File: config.mk
export PLATFORM = sky130hd
export DESIGN_NAME = sso_status_out
export DESIGN_NICKNAME = d
export VERILOG_FILES = /design/src/include/sso_pkg.sv /design/src/rtl/sso_brake_seq.sv /design/src/rtl/sso_status_out.sv
export SDC_FILE = /design/constraint.sdc
export NUM_CORES = 1
export LEC_CHECK = 0
export ABC_AREA = 0
export BUFFER_PORTS_ARGS = -buffer_cell sky130_fd_sc_hd__buf_2
export CAP_MARGIN = 20
export CORE_ASPECT_RATIO = 0.5
export CORE_MARGIN = 2
export CORE_UTILIZATION = 49
export CTS_CLUSTER_DIAMETER = 80
export DETAILED_ROUTE_END_ITERATION = 10
export PLACE_DENSITY_LB_ADDON = 0.2
export SLEW_MARGIN = 20
export SYNTH_ARGS = -nofsm -noshare
export SYNTH_HDL_FRONTEND = slang
export SYNTH_SLANG_ARGS = --single-unit
export TNS_END_PERCENT = 5
File: constraint.sdc
create_clock -name clk_sys_i -period 6.8 [get_ports clk_sys_i]
set_input_delay 1.36 -clock clk_sys_i [delete_from_list [all_inputs] [get_ports clk_sys_i]]
set_output_delay 1.36 -clock clk_sys_i [all_outputs]
set_load 0.01 [all_outputs]
File: src/include/sso_pkg.sv
package sso_pkg;

   // ----------------------------------------------------------------
   // Widths
   // ----------------------------------------------------------------
   localparam int QW          = 16;      // Width of speed, torque and count quantities
   localparam int FAULT_W     = 3;       // Fault code width
   localparam int FACTOR_W    = 8;       // Pulse factor width
   localparam int OUT_SEL_W   = 2;       // Unused; terminal allocation selects are SEL_W (4) bits wide
   localparam int N_TERM      = 4;       // Number of output terminals

   // ----------------------------------------------------------------
   // Control modes and selector codes
   // ----------------------------------------------------------------
   typedef enum logic [1:0] {
      SSO_MODE_POS = 2'h0,
      SSO_MODE_SPD = 2'h1,
      SSO_MODE_TRQ = 2'h2
   } sso_mode_e;

   localparam logic [1:0] TRQ_SEL_ANALOG    = 2'h1;   // Analog torque limit always applies
   localparam logic [1:0] TRQ_SEL_ANALOG_EXT = 2'h3;  // Analog limit while external limit on
   localparam logic [1:0] SPD_SEL_ANALOG    = 2'h1;   // Analog speed limit applies
   localparam logic       FACTOR_SW_ON      = 1'b1;   // Pulse factor switching enabled
   localparam logic [FACTOR_W-1:0] FACTOR_ONE = 8'h01;

   // ----------------------------------------------------------------
   // Warning threshold: 115 percent of rated torque
   // ----------------------------------------------------------------
   localparam int OVERLOAD_PCT = 115;
   localparam int PCT_BASE     = 100;

   // ----------------------------------------------------------------
   // Status selectors for terminal allocation
   // ----------------------------------------------------------------
   localparam int N_STAT      = 10;
   localparam int SEL_W       = 4;
   localparam logic [SEL_W-1:0] ST_POS_A    = 4'h0;
   localparam logic [SEL_W-1:0] ST_SPD_MT   = 4'h1;
   localparam logic [SEL_W-1:0] ST_ROT      = 4'h2;
   localparam logic [SEL_W-1:0] ST_READY    = 4'h3;
   localparam logic [SEL_W-1:0] ST_TRQ_LIM  = 4'h4;
   localparam logic [SEL_W-1:0] ST_VEL_LIM  = 4'h5;
   localparam logic [SEL_W-1:0] ST_BRAKE    = 4'h6;
   localparam logic [SEL_W-1:0] ST_WARN     = 4'h7;
   localparam logic [SEL_W-1:0] ST_PFACT    = 4'h8;
   localparam logic [SEL_W-1:0] ST_POS_B    = 4'h9;
   localparam logic [SEL_W-1:0] ST_POS_SPD  = 4'hA;   // Shared pair: done flag a or speed match

   // Default allocation of terminals 0..3
   localparam logic [N_TERM*SEL_W-1:0] TERM_ALLOC_RST = {ST_READY, ST_ROT, ST_POS_SPD, ST_POS_SPD};

   // ----------------------------------------------------------------
   // Brake timing
   // ----------------------------------------------------------------
   localparam int BRK_W = 16;   // Width of brake delay counters (control cycles)

   typedef enum logic [1:0] {
      SSO_BRK_HOLD    = 2'b00,   // Brake engaged, motor off
      SSO_BRK_RELEASE = 2'b01,   // Waiting timing one after servo on
      SSO_BRK_RUN     = 2'b11,   // Brake released
      SSO_BRK_STOP    = 2'b10    // Servo off, waiting for speed or timing two
   } sso_brk_e;

endpackage

File: src/rtl/sso_brake_seq.sv
module sso_brake_seq
   import sso_pkg::*;
#(
   parameter int W = BRK_W
) (
   input  wire logic          clk_sys_i,
   input  wire logic          resetn_i,
   input  wire logic          servo_on_i,
   input  wire logic [QW-1:0] speed_abs_i,
   input  wire logic [W-1:0]  brake_timing_one_i,
   input  wire logic [QW-1:0] brake_command_speed_i,
   input  wire logic [W-1:0]  brake_timing_two_i,
   output logic               brake_release_o
);

   sso_brk_e        st_q, st_d;
   logic [W-1:0]    cnt_q, cnt_d;
   logic            rel_q, rel_d;

   // Next state: release after timing one, re-engage on slow speed or timing two
   always_comb begin
      st_d  = st_q;
      cnt_d = cnt_q;
      rel_d = rel_q;
      case (st_q)
         SSO_BRK_HOLD: begin
            rel_d = 1'b0;
            if (servo_on_i) begin
               st_d  = SSO_BRK_RELEASE;
               cnt_d = '0;
            end
         end
         SSO_BRK_RELEASE: begin
            cnt_d = cnt_q + 1'b1;
            if (!servo_on_i) begin
               st_d = SSO_BRK_HOLD;
            end else if (cnt_q >= brake_timing_one_i) begin
               st_d  = SSO_BRK_RUN;
               rel_d = 1'b1;
            end
         end
         SSO_BRK_RUN: begin
            if (!servo_on_i) begin
               st_d  = SSO_BRK_STOP;
               cnt_d = '0;
            end
         end
         SSO_BRK_STOP: begin
            cnt_d = cnt_q + 1'b1;
            // Engage early once slow, so a coasting load never drags a locked brake long
            if (speed_abs_i <= brake_command_speed_i || cnt_q >= brake_timing_two_i) begin
               st_d  = SSO_BRK_HOLD;
               rel_d = 1'b0;
            end
         end
         default: begin
            st_d  = SSO_BRK_HOLD;
            rel_d = 1'b0;
         end
      endcase
   end

   always_ff @(posedge clk_sys_i) begin
      if (!resetn_i) begin
         st_q  <= SSO_BRK_HOLD;
         cnt_q <= '0;
         rel_q <= 1'b0;
      end else begin
         st_q  <= st_d;
         cnt_q <= cnt_d;
         rel_q <= rel_d;
      end
   end

   assign brake_release_o = rel_q;

endmodule

File: src/rtl/sso_status_out.sv
// Summary of operation
// - Fault clears fault-free output, shows fault code
// - Fault-free output low until init done cleanly
// - Done flag a when deviation below range a
// - Done flag b when deviation below range b
// - Done flags off outside position control
// - Speed match when command-speed difference within width
// - Speed match off outside speed control
// - Rotation detect when speed above threshold
// - Ready after main power and init done with no fault
// - Torque limit hit at internal limits
// - Torque limit hit at external limits when enabled
// - Analog torque limit per selector 1 or 3
// - Velocity limit hit at setting or analog limit
// - Velocity limit hit off outside torque control
// - Brake interlock follows timing and speed settings
// - Warning off when torque exceeds 115 percent
// - Warning off when regen energy exceeds capacity
// - Factor active after factor change, off at one
// - Factor switching only when enable equals one
// - Outputs routed to terminals by allocation
// - Fault code is three bits
// - Applied factor output takes factor value while select active
module sso_status_out
   import sso_pkg::*;
(
   input  wire logic                    clk_sys_i,
   input  wire logic                    resetn_i,
   input  wire logic                    init_done_i,
   input  wire logic                    main_power_ok_i,
   input  wire logic                    fault_i,
   input  wire logic [FAULT_W-1:0]      fault_code_i,
   input  wire logic [1:0]              control_mode_i,
   input  wire logic [QW-1:0]           deviation_abs_i,
   input  wire logic [QW-1:0]           position_done_range_a_i,
   input  wire logic [QW-1:0]           position_done_range_b_i,
   input  wire logic signed [QW-1:0]    speed_cmd_i,
   input  wire logic signed [QW-1:0]    speed_i,
   input  wire logic [QW-1:0]           speed_match_width_i,
   input  wire logic [QW-1:0]           rotation_detect_speed_i,
   input  wire logic signed [QW-1:0]    torque_i,
   input  wire logic [QW-1:0]           forward_torque_limit_i,
   input  wire logic [QW-1:0]           reverse_torque_limit_i,
   input  wire logic [QW-1:0]           forward_ext_current_limit_i,
   input  wire logic [QW-1:0]           reverse_ext_current_limit_i,
   input  wire logic                    forward_ext_current_limit_input_i,
   input  wire logic                    reverse_ext_current_limit_input_i,
   input  wire logic [QW-1:0]           analog_torque_input_i,
   input  wire logic [1:0]              torque_input_selector_i,
   input  wire logic [QW-1:0]           velocity_limit_setting_i,
   input  wire logic [QW-1:0]           analog_speed_limit_i,
   input  wire logic [1:0]              speed_input_selector_i,
   input  wire logic                    servo_on_i,
   input  wire logic [BRK_W-1:0]        brake_timing_one_i,
   input  wire logic [QW-1:0]           brake_command_speed_i,
   input  wire logic [BRK_W-1:0]        brake_timing_two_i,
   input  wire logic [QW-1:0]           torque_eff_i,
   input  wire logic [QW-1:0]           rated_torque_i,
   input  wire logic [QW-1:0]           regen_energy_i,
   input  wire logic [QW-1:0]           internal_regen_tolerance_i,
   input  wire logic                    external_resistor_i,
   input  wire logic [QW-1:0]           regen_resistor_capacity_i,
   input  wire logic                    pulse_factor_select_i,
   input  wire logic                    pulse_factor_switch_enable_i,
   input  wire logic [FACTOR_W-1:0]     pulse_factor_value_i,
   input  wire logic [N_TERM*SEL_W-1:0] term_alloc_i,
   output logic                         fault_free_output_o,
   output logic [FAULT_W-1:0]           fault_code_o,
   output logic                         position_done_flag_a_o,
   output logic                         position_done_flag_b_o,
   output logic                         speed_match_output_o,
   output logic                         rotation_detect_output_o,
   output logic                         servo_ready_o,
   output logic                         torque_limit_hit_output_o,
   output logic                         velocity_limit_hit_output_o,
   output logic                         brake_interlock_output_o,
   output logic                         warning_output_o,
   output logic                         pulse_factor_active_output_o,
   output logic [FACTOR_W-1:0]          applied_factor_o,
   output logic [N_TERM-1:0]            term_out_o
);

   // ----------------------------------------------------------------
   // Pin inputs: three-stage synchronisers
   // ----------------------------------------------------------------
   logic [2:0] fcl_q, rcl_q, psel_q;
   logic       fcl_s_q, rcl_s_q, psel_s_q;

   // Change counts only once the last two stages agree
   always_ff @(posedge clk_sys_i) begin
      if (!resetn_i) begin
         fcl_q    <= 3'h0;
         rcl_q    <= 3'h0;
         psel_q   <= 3'h0;
         fcl_s_q  <= 1'b0;
         rcl_s_q  <= 1'b0;
         psel_s_q <= 1'b0;
      end else begin
         fcl_q  <= {fcl_q[1:0], forward_ext_current_limit_input_i};
         rcl_q  <= {rcl_q[1:0], reverse_ext_current_limit_input_i};
         psel_q <= {psel_q[1:0], pulse_factor_select_i};
         if (fcl_q[1] == fcl_q[2]) fcl_s_q <= fcl_q[2];
         if (rcl_q[1] == rcl_q[2]) rcl_s_q <= rcl_q[2];
         if (psel_q[1] == psel_q[2]) psel_s_q <= psel_q[2];
      end
   end

   // ----------------------------------------------------------------
   // Derived magnitudes
   // ----------------------------------------------------------------
   logic [QW-1:0] spd_abs, trq_abs, spd_diff;
   logic signed [QW:0] diff_w;
   logic          trq_fwd;
   logic [QW+7:0] trq_scaled, rated_scaled;

   assign spd_abs  = speed_i[QW-1] ? QW'(-speed_i) : QW'(speed_i);
   assign trq_abs  = torque_i[QW-1] ? QW'(-torque_i) : QW'(torque_i);
   assign trq_fwd  = !torque_i[QW-1];
   assign diff_w   = (QW+1)'(speed_cmd_i) - (QW+1)'(speed_i);
   assign spd_diff = diff_w[QW] ? QW'(-diff_w) : QW'(diff_w);
   assign trq_scaled   = (QW+8)'(torque_eff_i) * (QW+8)'(PCT_BASE);
   assign rated_scaled = (QW+8)'(rated_torque_i) * (QW+8)'(OVERLOAD_PCT);

   // ----------------------------------------------------------------
   // Brake sequencer
   // ----------------------------------------------------------------
   logic brk_rel;

   sso_brake_seq #(
      .W (BRK_W)
   ) u_brake (
      .clk_sys_i             (clk_sys_i),
      .resetn_i              (resetn_i),
      .servo_on_i            (servo_on_i),
      .speed_abs_i           (spd_abs),
      .brake_timing_one_i    (brake_timing_one_i),
      .brake_command_speed_i (brake_command_speed_i),
      .brake_timing_two_i    (brake_timing_two_i),
      .brake_release_o       (brk_rel)
   );

   // ----------------------------------------------------------------
   // Status comparisons
   // ----------------------------------------------------------------
   logic                init_ok_q, init_ok_d;
   logic                ff_d, inp_a_d, inp_b_d, speed_match_output_d, rot_d, rdy_d;
   logic                tlim_d, vlim_d, warn_d, pact_d;
   logic [FAULT_W-1:0]  code_d;
   logic [FACTOR_W-1:0] fact_q, fact_d;
   logic                ext_on, lim_int, lim_ext, lim_ana;

   always_comb begin
      // Init done is sticky; a fault seen before it completes blocks it
      init_ok_d = init_ok_q | (init_done_i & !fault_i);
      ff_d      = init_ok_q & !fault_i;
      code_d    = fault_i ? fault_code_i : '0;
      inp_a_d   = (control_mode_i == SSO_MODE_POS) &&
                  (deviation_abs_i < position_done_range_a_i);
      inp_b_d   = (control_mode_i == SSO_MODE_POS) &&
                  (deviation_abs_i < position_done_range_b_i);
      speed_match_output_d    = (control_mode_i == SSO_MODE_SPD) &&
                  (spd_diff <= speed_match_width_i);
      rot_d     = spd_abs > rotation_detect_speed_i;
      rdy_d     = main_power_ok_i & init_ok_q & !fault_i;
      // Limit reached in the direction the torque acts
      ext_on    = trq_fwd ? fcl_s_q : rcl_s_q;
      lim_int   = trq_abs >= (trq_fwd ? forward_torque_limit_i
                                      : reverse_torque_limit_i);
      lim_ext   = ext_on && trq_abs >= (trq_fwd ? forward_ext_current_limit_i
                                                : reverse_ext_current_limit_i);
      lim_ana   = (trq_abs >= analog_torque_input_i) &&
                  ((torque_input_selector_i == TRQ_SEL_ANALOG) ||
                   (torque_input_selector_i == TRQ_SEL_ANALOG_EXT && ext_on));
      tlim_d    = lim_int | lim_ext | lim_ana;
      vlim_d    = (control_mode_i == SSO_MODE_TRQ) &&
                  ((spd_abs >= velocity_limit_setting_i) ||
                   (speed_input_selector_i == SPD_SEL_ANALOG &&
                    spd_abs >= analog_speed_limit_i));
      // Warning is active-high healthy: low means a warning condition
      warn_d    = !((trq_scaled > rated_scaled) ||
                    (!external_resistor_i &&
                     regen_energy_i > internal_regen_tolerance_i) ||
                    (external_resistor_i &&
                     regen_energy_i > regen_resistor_capacity_i));
      // Factor applies only with switching enabled and select active
      fact_d    = (pulse_factor_switch_enable_i == FACTOR_SW_ON && psel_s_q)
                  ? pulse_factor_value_i : FACTOR_ONE;
      // Active once the applied factor really changed; cleared when back at one
      pact_d    = (fact_q != FACTOR_ONE);
   end

   // ----------------------------------------------------------------
   // Output registers
   // ----------------------------------------------------------------
   always_ff @(posedge clk_sys_i) begin
      if (!resetn_i) begin
         init_ok_q                   <= 1'b0;
         fault_free_output_o         <= 1'b0;
         fault_code_o                <= '0;
         position_done_flag_a_o      <= 1'b0;
         position_done_flag_b_o      <= 1'b0;
         speed_match_output_o        <= 1'b0;
         rotation_detect_output_o    <= 1'b0;
         servo_ready_o               <= 1'b0;
         torque_limit_hit_output_o   <= 1'b0;
         velocity_limit_hit_output_o <= 1'b0;
         brake_interlock_output_o    <= 1'b0;
         warning_output_o            <= 1'b1;
         pulse_factor_active_output_o <= 1'b0;
         fact_q                      <= FACTOR_ONE;
      end else begin
         init_ok_q                   <= init_ok_d;
         fault_free_output_o         <= ff_d;
         fault_code_o                <= code_d;
         position_done_flag_a_o      <= inp_a_d;
         position_done_flag_b_o      <= inp_b_d;
         speed_match_output_o        <= speed_match_output_d;
         rotation_detect_output_o    <= rot_d;
         servo_ready_o               <= rdy_d;
         torque_limit_hit_output_o   <= tlim_d;
         velocity_limit_hit_output_o <= vlim_d;
         brake_interlock_output_o    <= brk_rel;
         warning_output_o            <= warn_d;
         pulse_factor_active_output_o <= pact_d;
         fact_q                      <= fact_d;
      end
   end

   assign applied_factor_o = fact_q;

   // ----------------------------------------------------------------
   // Terminal allocation
   // ----------------------------------------------------------------
   logic [N_TERM-1:0] term_d;

   // Selects from the same comparison terms so terminals align with flag outputs
   for (genvar t = 0; t < N_TERM; t++) begin : g_term
      logic [SEL_W-1:0] sel;
      assign sel = term_alloc_i[t*SEL_W +: SEL_W];
      always_comb begin
         case (sel)
            ST_POS_A:   term_d[t] = inp_a_d;
            ST_SPD_MT:  term_d[t] = speed_match_output_d;
            ST_ROT:     term_d[t] = rot_d;
            ST_READY:   term_d[t] = rdy_d;
            ST_TRQ_LIM: term_d[t] = tlim_d;
            ST_VEL_LIM: term_d[t] = vlim_d;
            ST_BRAKE:   term_d[t] = brk_rel;
            ST_WARN:    term_d[t] = warn_d;
            ST_PFACT:   term_d[t] = pact_d;
            ST_POS_B:   term_d[t] = inp_b_d;
            ST_POS_SPD: term_d[t] = inp_a_d | speed_match_output_d;   // Each valid only in its own mode
            default:    term_d[t] = 1'b0;
         endcase
      end
   end

   always_ff @(posedge clk_sys_i) begin
      if (!resetn_i) term_out_o <= '0;
      else           term_out_o <= term_d;
   end

   // ----------------------------------------------------------------
   // Checks
   // ----------------------------------------------------------------
   a_fault_clears_ok: assert property (@(posedge clk_sys_i) disable iff (!resetn_i)
      fault_i |=> !fault_free_output_o && fault_code_o == $past(fault_code_i))
      else $error("fault did not clear fault-free output");

   a_no_ok_before_init: assert property (@(posedge clk_sys_i) disable iff (!resetn_i)
      !init_ok_q |=> !fault_free_output_o)
      else $error("fault-free output before init");

   a_done_a_cmp: assert property (@(posedge clk_sys_i) disable iff (!resetn_i)
      (control_mode_i == SSO_MODE_POS && deviation_abs_i < position_done_range_a_i)
      |=> position_done_flag_a_o)
      else $error("done flag a missing");

   a_done_mode_gate: assert property (@(posedge clk_sys_i) disable iff (!resetn_i)
      control_mode_i != SSO_MODE_POS |=> !position_done_flag_a_o && !position_done_flag_b_o)
      else $error("done flag outside position mode");

   a_match_mode_gate: assert property (@(posedge clk_sys_i) disable iff (!resetn_i)
      control_mode_i != SSO_MODE_SPD |=> !speed_match_output_o)
      else $error("speed match outside speed mode");

   a_rot_thresh: assert property (@(posedge clk_sys_i) disable iff (!resetn_i)
      spd_abs > rotation_detect_speed_i |=> rotation_detect_output_o)
      else $error("rotation detect missing");

   a_vlim_mode_gate: assert property (@(posedge clk_sys_i) disable iff (!resetn_i)
      control_mode_i != SSO_MODE_TRQ |=> !velocity_limit_hit_output_o)
      else $error("velocity limit outside torque mode");

   a_ready_fault: assert property (@(posedge clk_sys_i) disable iff (!resetn_i)
      fault_i |=> !servo_ready_o)
      else $error("ready during fault");

   a_factor_gate: assert property (@(posedge clk_sys_i) disable iff (!resetn_i)
      pulse_factor_switch_enable_i != FACTOR_SW_ON [*2] |=> applied_factor_o == FACTOR_ONE)
      else $error("factor applied while switching disabled");

endmodule

# Yosys cells after proc, flatten, opt, wreduce, memory -nomap -nowiden

Cells that the tools add are included.

Register bits after elaboration: 58
Bits of input ports: 412
Output and inout bits: 26
Word-level logic and storage cells: 167

Add/subtract/negate cells: 5
Multiply operators: 2
Order comparisons: 15
Equal/unequal tests: 58
Mux-type cells: 23
Bitwise logic cells: 8
Reductions and logical operators: 32

Operator list:

| cell                                                                     | count |
|---|---|
| 16-bit greater-or-equal comparator                                       | 7 |
| 16-bit 2-to-1 mux                                                        | 7 |
| 4-bit by 3-bit == test with 1-bit output (second input constant)         | 16 |
| 4-bit == test (second input constant)                                    | 12 |
| 16-bit > comparator                                                      | 3 |
| 16-bit negator                                                           | 3 |
| 16-bit case mux with 3 select lines                                      | 1 |
| 1-bit case mux with 11 select lines                                      | 4 |
| 4-bit by 2-bit == test with 1-bit output (second input constant)         | 8 |
| 16-bit less-or-equal comparator                                          | 2 |
| 16-bit less-than comparator                                              | 2 |
| 23-bit > comparator                                                      | 1 |
| 16-bit by 7-bit multiplier with 23-bit output (second input constant)    | 1 |
| 16-bit by 5-bit multiplier with 21-bit output (second input constant)    | 1 |
| 16-bit by 16-bit subtractor with 17-bit output                           | 1 |
| 16-bit by 1-bit adder with 16-bit output (second input constant)         | 1 |
| 4-bit by 1-bit == test with 1-bit output (second input constant)         | 4 |
| 4-bit zero test                                                          | 4 |
| 1-bit logical AND                                                        | 11 |
| 2-bit 2-to-1 mux                                                         | 5 |
| 2-bit by 1-bit == test with 1-bit output (second input constant)         | 4 |
| 2-bit == test (second input constant)                                    | 4 |
| 8-bit by 1-bit inequality test with 1-bit output (second input constant) | 1 |
| 2-bit case mux with 4 select lines                                       | 1 |
| 15 further kinds                                                         | 39 |

# Depth between registers and ports, before layout

Depth in word-level cells: 7
Mapped depth: 27
Mapped depth without buffers: 27

# Hierarchy

A second synthesis with hierarchy kept.

Cell total of the unflattened synthesis: 1809
Area, all modules: 14248.7 sq um

By module, submodules not included:

| module         | instances | cells each | area an instance (sq um) | seq. area each (sq um) |
|---|---|---|---|---|
| sso_status_out | 1         | 1545       | 12120.4                  | 780.7 |
| sso_brake_seq  | 1         | 264        | 2128.3                   | 380.4 |

# Least setup slack after synthesis

OpenSTA, ideal clock, no wires.

Kind: input -> register
Start: in rated_torque_i[0]
End: reg term_out_o[3]
Library setup time: 0.127 ns
Arrival time: 7.026 ns
Required time: 6.673 ns
Slack: -0.353 ns
Stages: 23
Path buffers: 0
Path through: fa_1 -> fa_1 -> ha_1 -> fa_1 -> ha_1 -> and2_1 -> a311oi_1 -> a22oi_1 -> a41o_1 -> o211a_1 -> o31a_1 -> a21o_1 -> a21oi_1 -> xnor2_1 -> ha_1 -> nand3_1 -> or4b_2 -> o211ai_1 -> or3_1 -> a32oi_1 -> and2_1 -> a31oi_1 -> a211oi_1

Cells in the longest elaborated chain, start to end: 6

RTL lines:

| item                                          | line                  | source |
|---|---|---|
| start, declared                               | sso_status_out.sv:58  | `input wire logic [QW-1:0] rated_torque_i,` |
| 16-bit by 7-bit multiplier with 23-bit output | sso_status_out.sv:122 | `assign rated_scaled = (QW+8)'(rated_torque_i) * (QW+8)'(OVERLOAD_PCT);` |
| 23-bit > comparator                           | sso_status_out.sv:180 | `warn_d = !((trq_scaled > rated_scaled) \|\|` |
| 1-bit logical OR                              | sso_status_out.sv:180 |  |
| 1-bit logical OR                              | sso_status_out.sv:182 | `regen_energy_i > internal_regen_tolerance_i) \|\|` |
| 1-bit zero test                               | sso_status_out.sv:180 |  |
| 1-bit case mux with 11 select lines           | sso_status_out.sv:241 | `case (sel)` |
| end signal, assigned                          | sso_status_out.sv:260 | `else term_out_o <= term_d;` |
| end, declared                                 | sso_status_out.sv:80  | `output logic [N_TERM-1:0] term_out_o` |

Every way passes these cells.
A chain may end at the register's enable or synchronous reset.

# Worst setup path after layout

Start: in rated_torque_i[2]
End: reg term_out_o[1]

The elaborated chain is that of the path after synthesis.

==> impl_results.md <==
* First DRT Iteration DRCs at 407
* CTS sink count at 58
* Post-synthesis sequential area ratio at 8.14%
* RSZ-0062 raised after global routing: yes
* Max Slew Vio Count at 0
* Worst-Skew Late Latency at 0.32 ns
* Post-DP HPWL at 36300 um
* Worst hold-check path type: flip-flop to flip-flop
* Root buffer cell: clkbuf_16
* Synth unique cells at 67
* WP data arrival at 7.10 ns
* Synth Area in Adders at 39.9%
* Synth Area in XOR/XNOR at 5.65%
* Hold Vio Cnt, Final at 0
* Top-count cell post-synth: ha_1
* Post-synth ARST share at 0%
* Layout cell share with drive strength beyond 1 at 24.2%
* Final period util at 102%
* Chip width at 245 um
* Req. time, crit path at 7.00 ns
* Peak supply drop at 159 uV
* Commonest cells post-synth: ha_1, inv_1, a21oi_1
* Status: finished with violations
* Final antenna-violating net count at 0
* Clk slew on worst S/H paths at 0.05 ns
* Multiplexer area fraction after synthesis at 2.86%
* Via density at 5.20
* Synth Area in Compound Gates at 18.4%
* Cell leakage power at 10.2 nW
* Via count at 14100
* Fin util at 61.8%
* Setup Crit Path Kind: input port to flip-flop
* Count of input and output buffers at 437
* Met3 WL at 1500 um
* PwrDens at 190 mW/mm^2
* I/O pin count at 438
* Largest family of logic cells by synthesized area: adder cells
* Antenna violations before repair at 13
* First-pass GRT wire length at 65100 um
* Max_cap viols at 0
* TritonCTS clock tree: built
* Area Overhead vs Synth at 24.9%
* Max frequency at 145 MHz
* Vias in the first global route at 14000
* CTS H-Tree Depth at 3
* CTS hold repair buffers at 0
* Area contributors post-synth: ha_1, inv_1, dfxtp_1
* Worst Path Max Fanout at 4
* Total congestion overflow at 0
* Setup ws final at -0.102 ns
* Worst slew pin tran at 0.752 ns
* WL met1 at 16400 um
* Yosys top cell area share at 33.1%
* CP Capture Type: flip-flop
* Core ar. at 0.0288 sq mm
* Pin count of the biggest net entering global routing at 32
* Ys flop type: dfxtp_1
* Placement Setup Slack at -0.579 ns
* Count of final setup violators at 5
* Row count at 44
* Placer Congestion at 0.943
* Mean Syn Cell Area at 7.89 sq um
* Netlist Area Pre-Place at 0.0143 sq mm
* Max Used Layer: met4
* Failing checks: negative setup slack
* Synth area leader: ha_1
* Overall routing resource usage at 25.9%
* Syn Nets at 2647
* Starting Density at 49.5%
* Die Area at 0.0306 sq mm
* Minimum clock period at 6.90 ns
* DR WL/cell at 14.9 um
* Setup Skew at 0.00596 ns
* CTS Buf Count at 9
* YS warnings at 0
* DRC at 0
* Pre-antenna DRT Iters at 5
* Number of synthesized flops with an enable pin at 0
* Nets at 3137
* Crit start category: input port
* Fillers at 2798
* Yosys reg bits at 58
* Routed WL at 40400 um
* Die H at 125 um
* Clock Path Buffers at 2
* Simple-Gate Fraction of Synth Area at 15.2%
* Met2 Routed Length at 21400 um
* Syn Inst Count at 1809
* Relative max-transition margin at 48.6%
==> stage by stage <==
step | hold WS (ns) | area [sq um] | total power, mW | instances | setup TNS [ns]
after floorplan | 0.412 | 14300 | 2.06 | 1809 | 0
after global placement | 0.422 | 17300 | 2.75 | 2675 | -2.16
after detailed placement | 0.431 | 17300 | 2.81 | 2675 | -2.62
after CTS | 0.443 | 17700 | 3.35 | 2692 | -0.131
after global routing | 0.454 | 17800 | 3.77 | 2708 | -1.59
final | 0.437 | 17800 | 3.38 | 2708 | -0.330
==> metal layers <==
metal,GRT usage (%),up-vias
li1,-,7319
met1,28.9,6463
met2,51.0,236
met3,2.33,60
met4,8.77,0
met5,0,-
==> cells in the final DEF, fill, tap and decap left out, drive strengths merged, types with 16 or more instances in the layout <==
cell type and n:
buf 491, ha 377, inv 364, a21oi 102
nand2 94, nor2 82, o21ai 78, xnor2 64
dfxtp 58, a21o 57, fa 49, nand3 44
mux2i 34, nor3 32, nand4 30, xor2 28
and2 27, nor2b 23, o21a 21, nand2b 19
a211oi 17, and3 16
==> timing repair <==
action,in CTS,in global routing
hold endpoints to repair,0,0
pin swaps,7,4
endpoints found under the setup margin,5,5
setup buffers,1,3
resized for setup,13,15
==> flip-flops by register name (all words and copies together) (netlist names), 2 cells and up <==
signal and count:
u_brake.st_q 2, applied_factor_o 8, fault_code_o 3, u_brake.cnt_q 16, term_out_o 4, fcl_q 3
psel_q 3, rcl_q 3
==> cell type report <==
class / count / area (sq um) / area share (%)
timing repair buffer: 491 / 2610 / 14.7
multi-input combinational: 1377 / 11800 / 66.4
clock inverter: 7 / 101 / 0.568
tap: 391 / 489 / 2.74
inverter: 362 / 1360 / 7.64
sequential: 58 / 1160 / 6.51
antenna: 13 / 32.5 / 0.182
clock buffer: 9 / 225 / 1.26
==> critical path, cell delays in order <==
cell and delay, ns:
buf_8 0.11, fa_1 0.54, fa_1 0.43, ha_1 0.30, fa_1 0.54, ha_4 0.23
and2_4 0.16, a311oi_4 0.29, a22oi_2 0.14, a41o_1 0.26, o211a_1 0.24, o31a_1 0.26
a21o_1 0.17, a21oi_2 0.12, xnor2_1 0.08, ha_1 0.32, nand3_2 0.13, or4b_4 0.54
o211ai_1 0.10, or3_1 0.12, a32oi_1 0.04, buf_4 0.18, and2_4 0.16, buf_6 0.12
o2bb2ai_2 0.10, o22ai_1 0.07
==> power breakdown <==
group / internal (mW) / switching (mW) / total [mW] / leakage [nW]
registers: 0.354 / 0.00565 / 0.359 / 0.472
logic: 1.23 / 1.31 / 2.54 / 9.60
clock network: 0.323 / 0.164 / 0.488 / 0.153
total: 1.91 / 1.48 / 3.38 / 10.2
==> cells by family (layout without fill, tap and decap cells) <==
family	count (synthesis)	in the layout
AOI/OAI and AO/OA	398	398
xor gates and xnor gates	92	92
adders and majority gates	426	426
buffers and inverters	374	869
DFF	58	58
muxes	39	39
other	0	13
and+or+nand+nor	422	422
==> path summary, 6_finish.rpt <==
check	slack, ns	start	cells past startpoint	to
min reg2reg	0.44	rcl_q[0]$_SDFF_PN0_	1	rcl_q[1]$_SDFF_PN0_
max reg2reg	4.16	u_brake.cnt_q[0]$_SDFFE_PN0P_	10	u_brake.st_q[0]$_SDFFE_PN0P_
max	-0.10	rated_torque_i[2]	26	term_out_o[1]$_SDFF_PN0_
min	0.44	rcl_q[0]$_SDFF_PN0_	1	rcl_q[1]$_SDFF_PN0_
No activity file was read; power rests on OpenSTA's default activity.
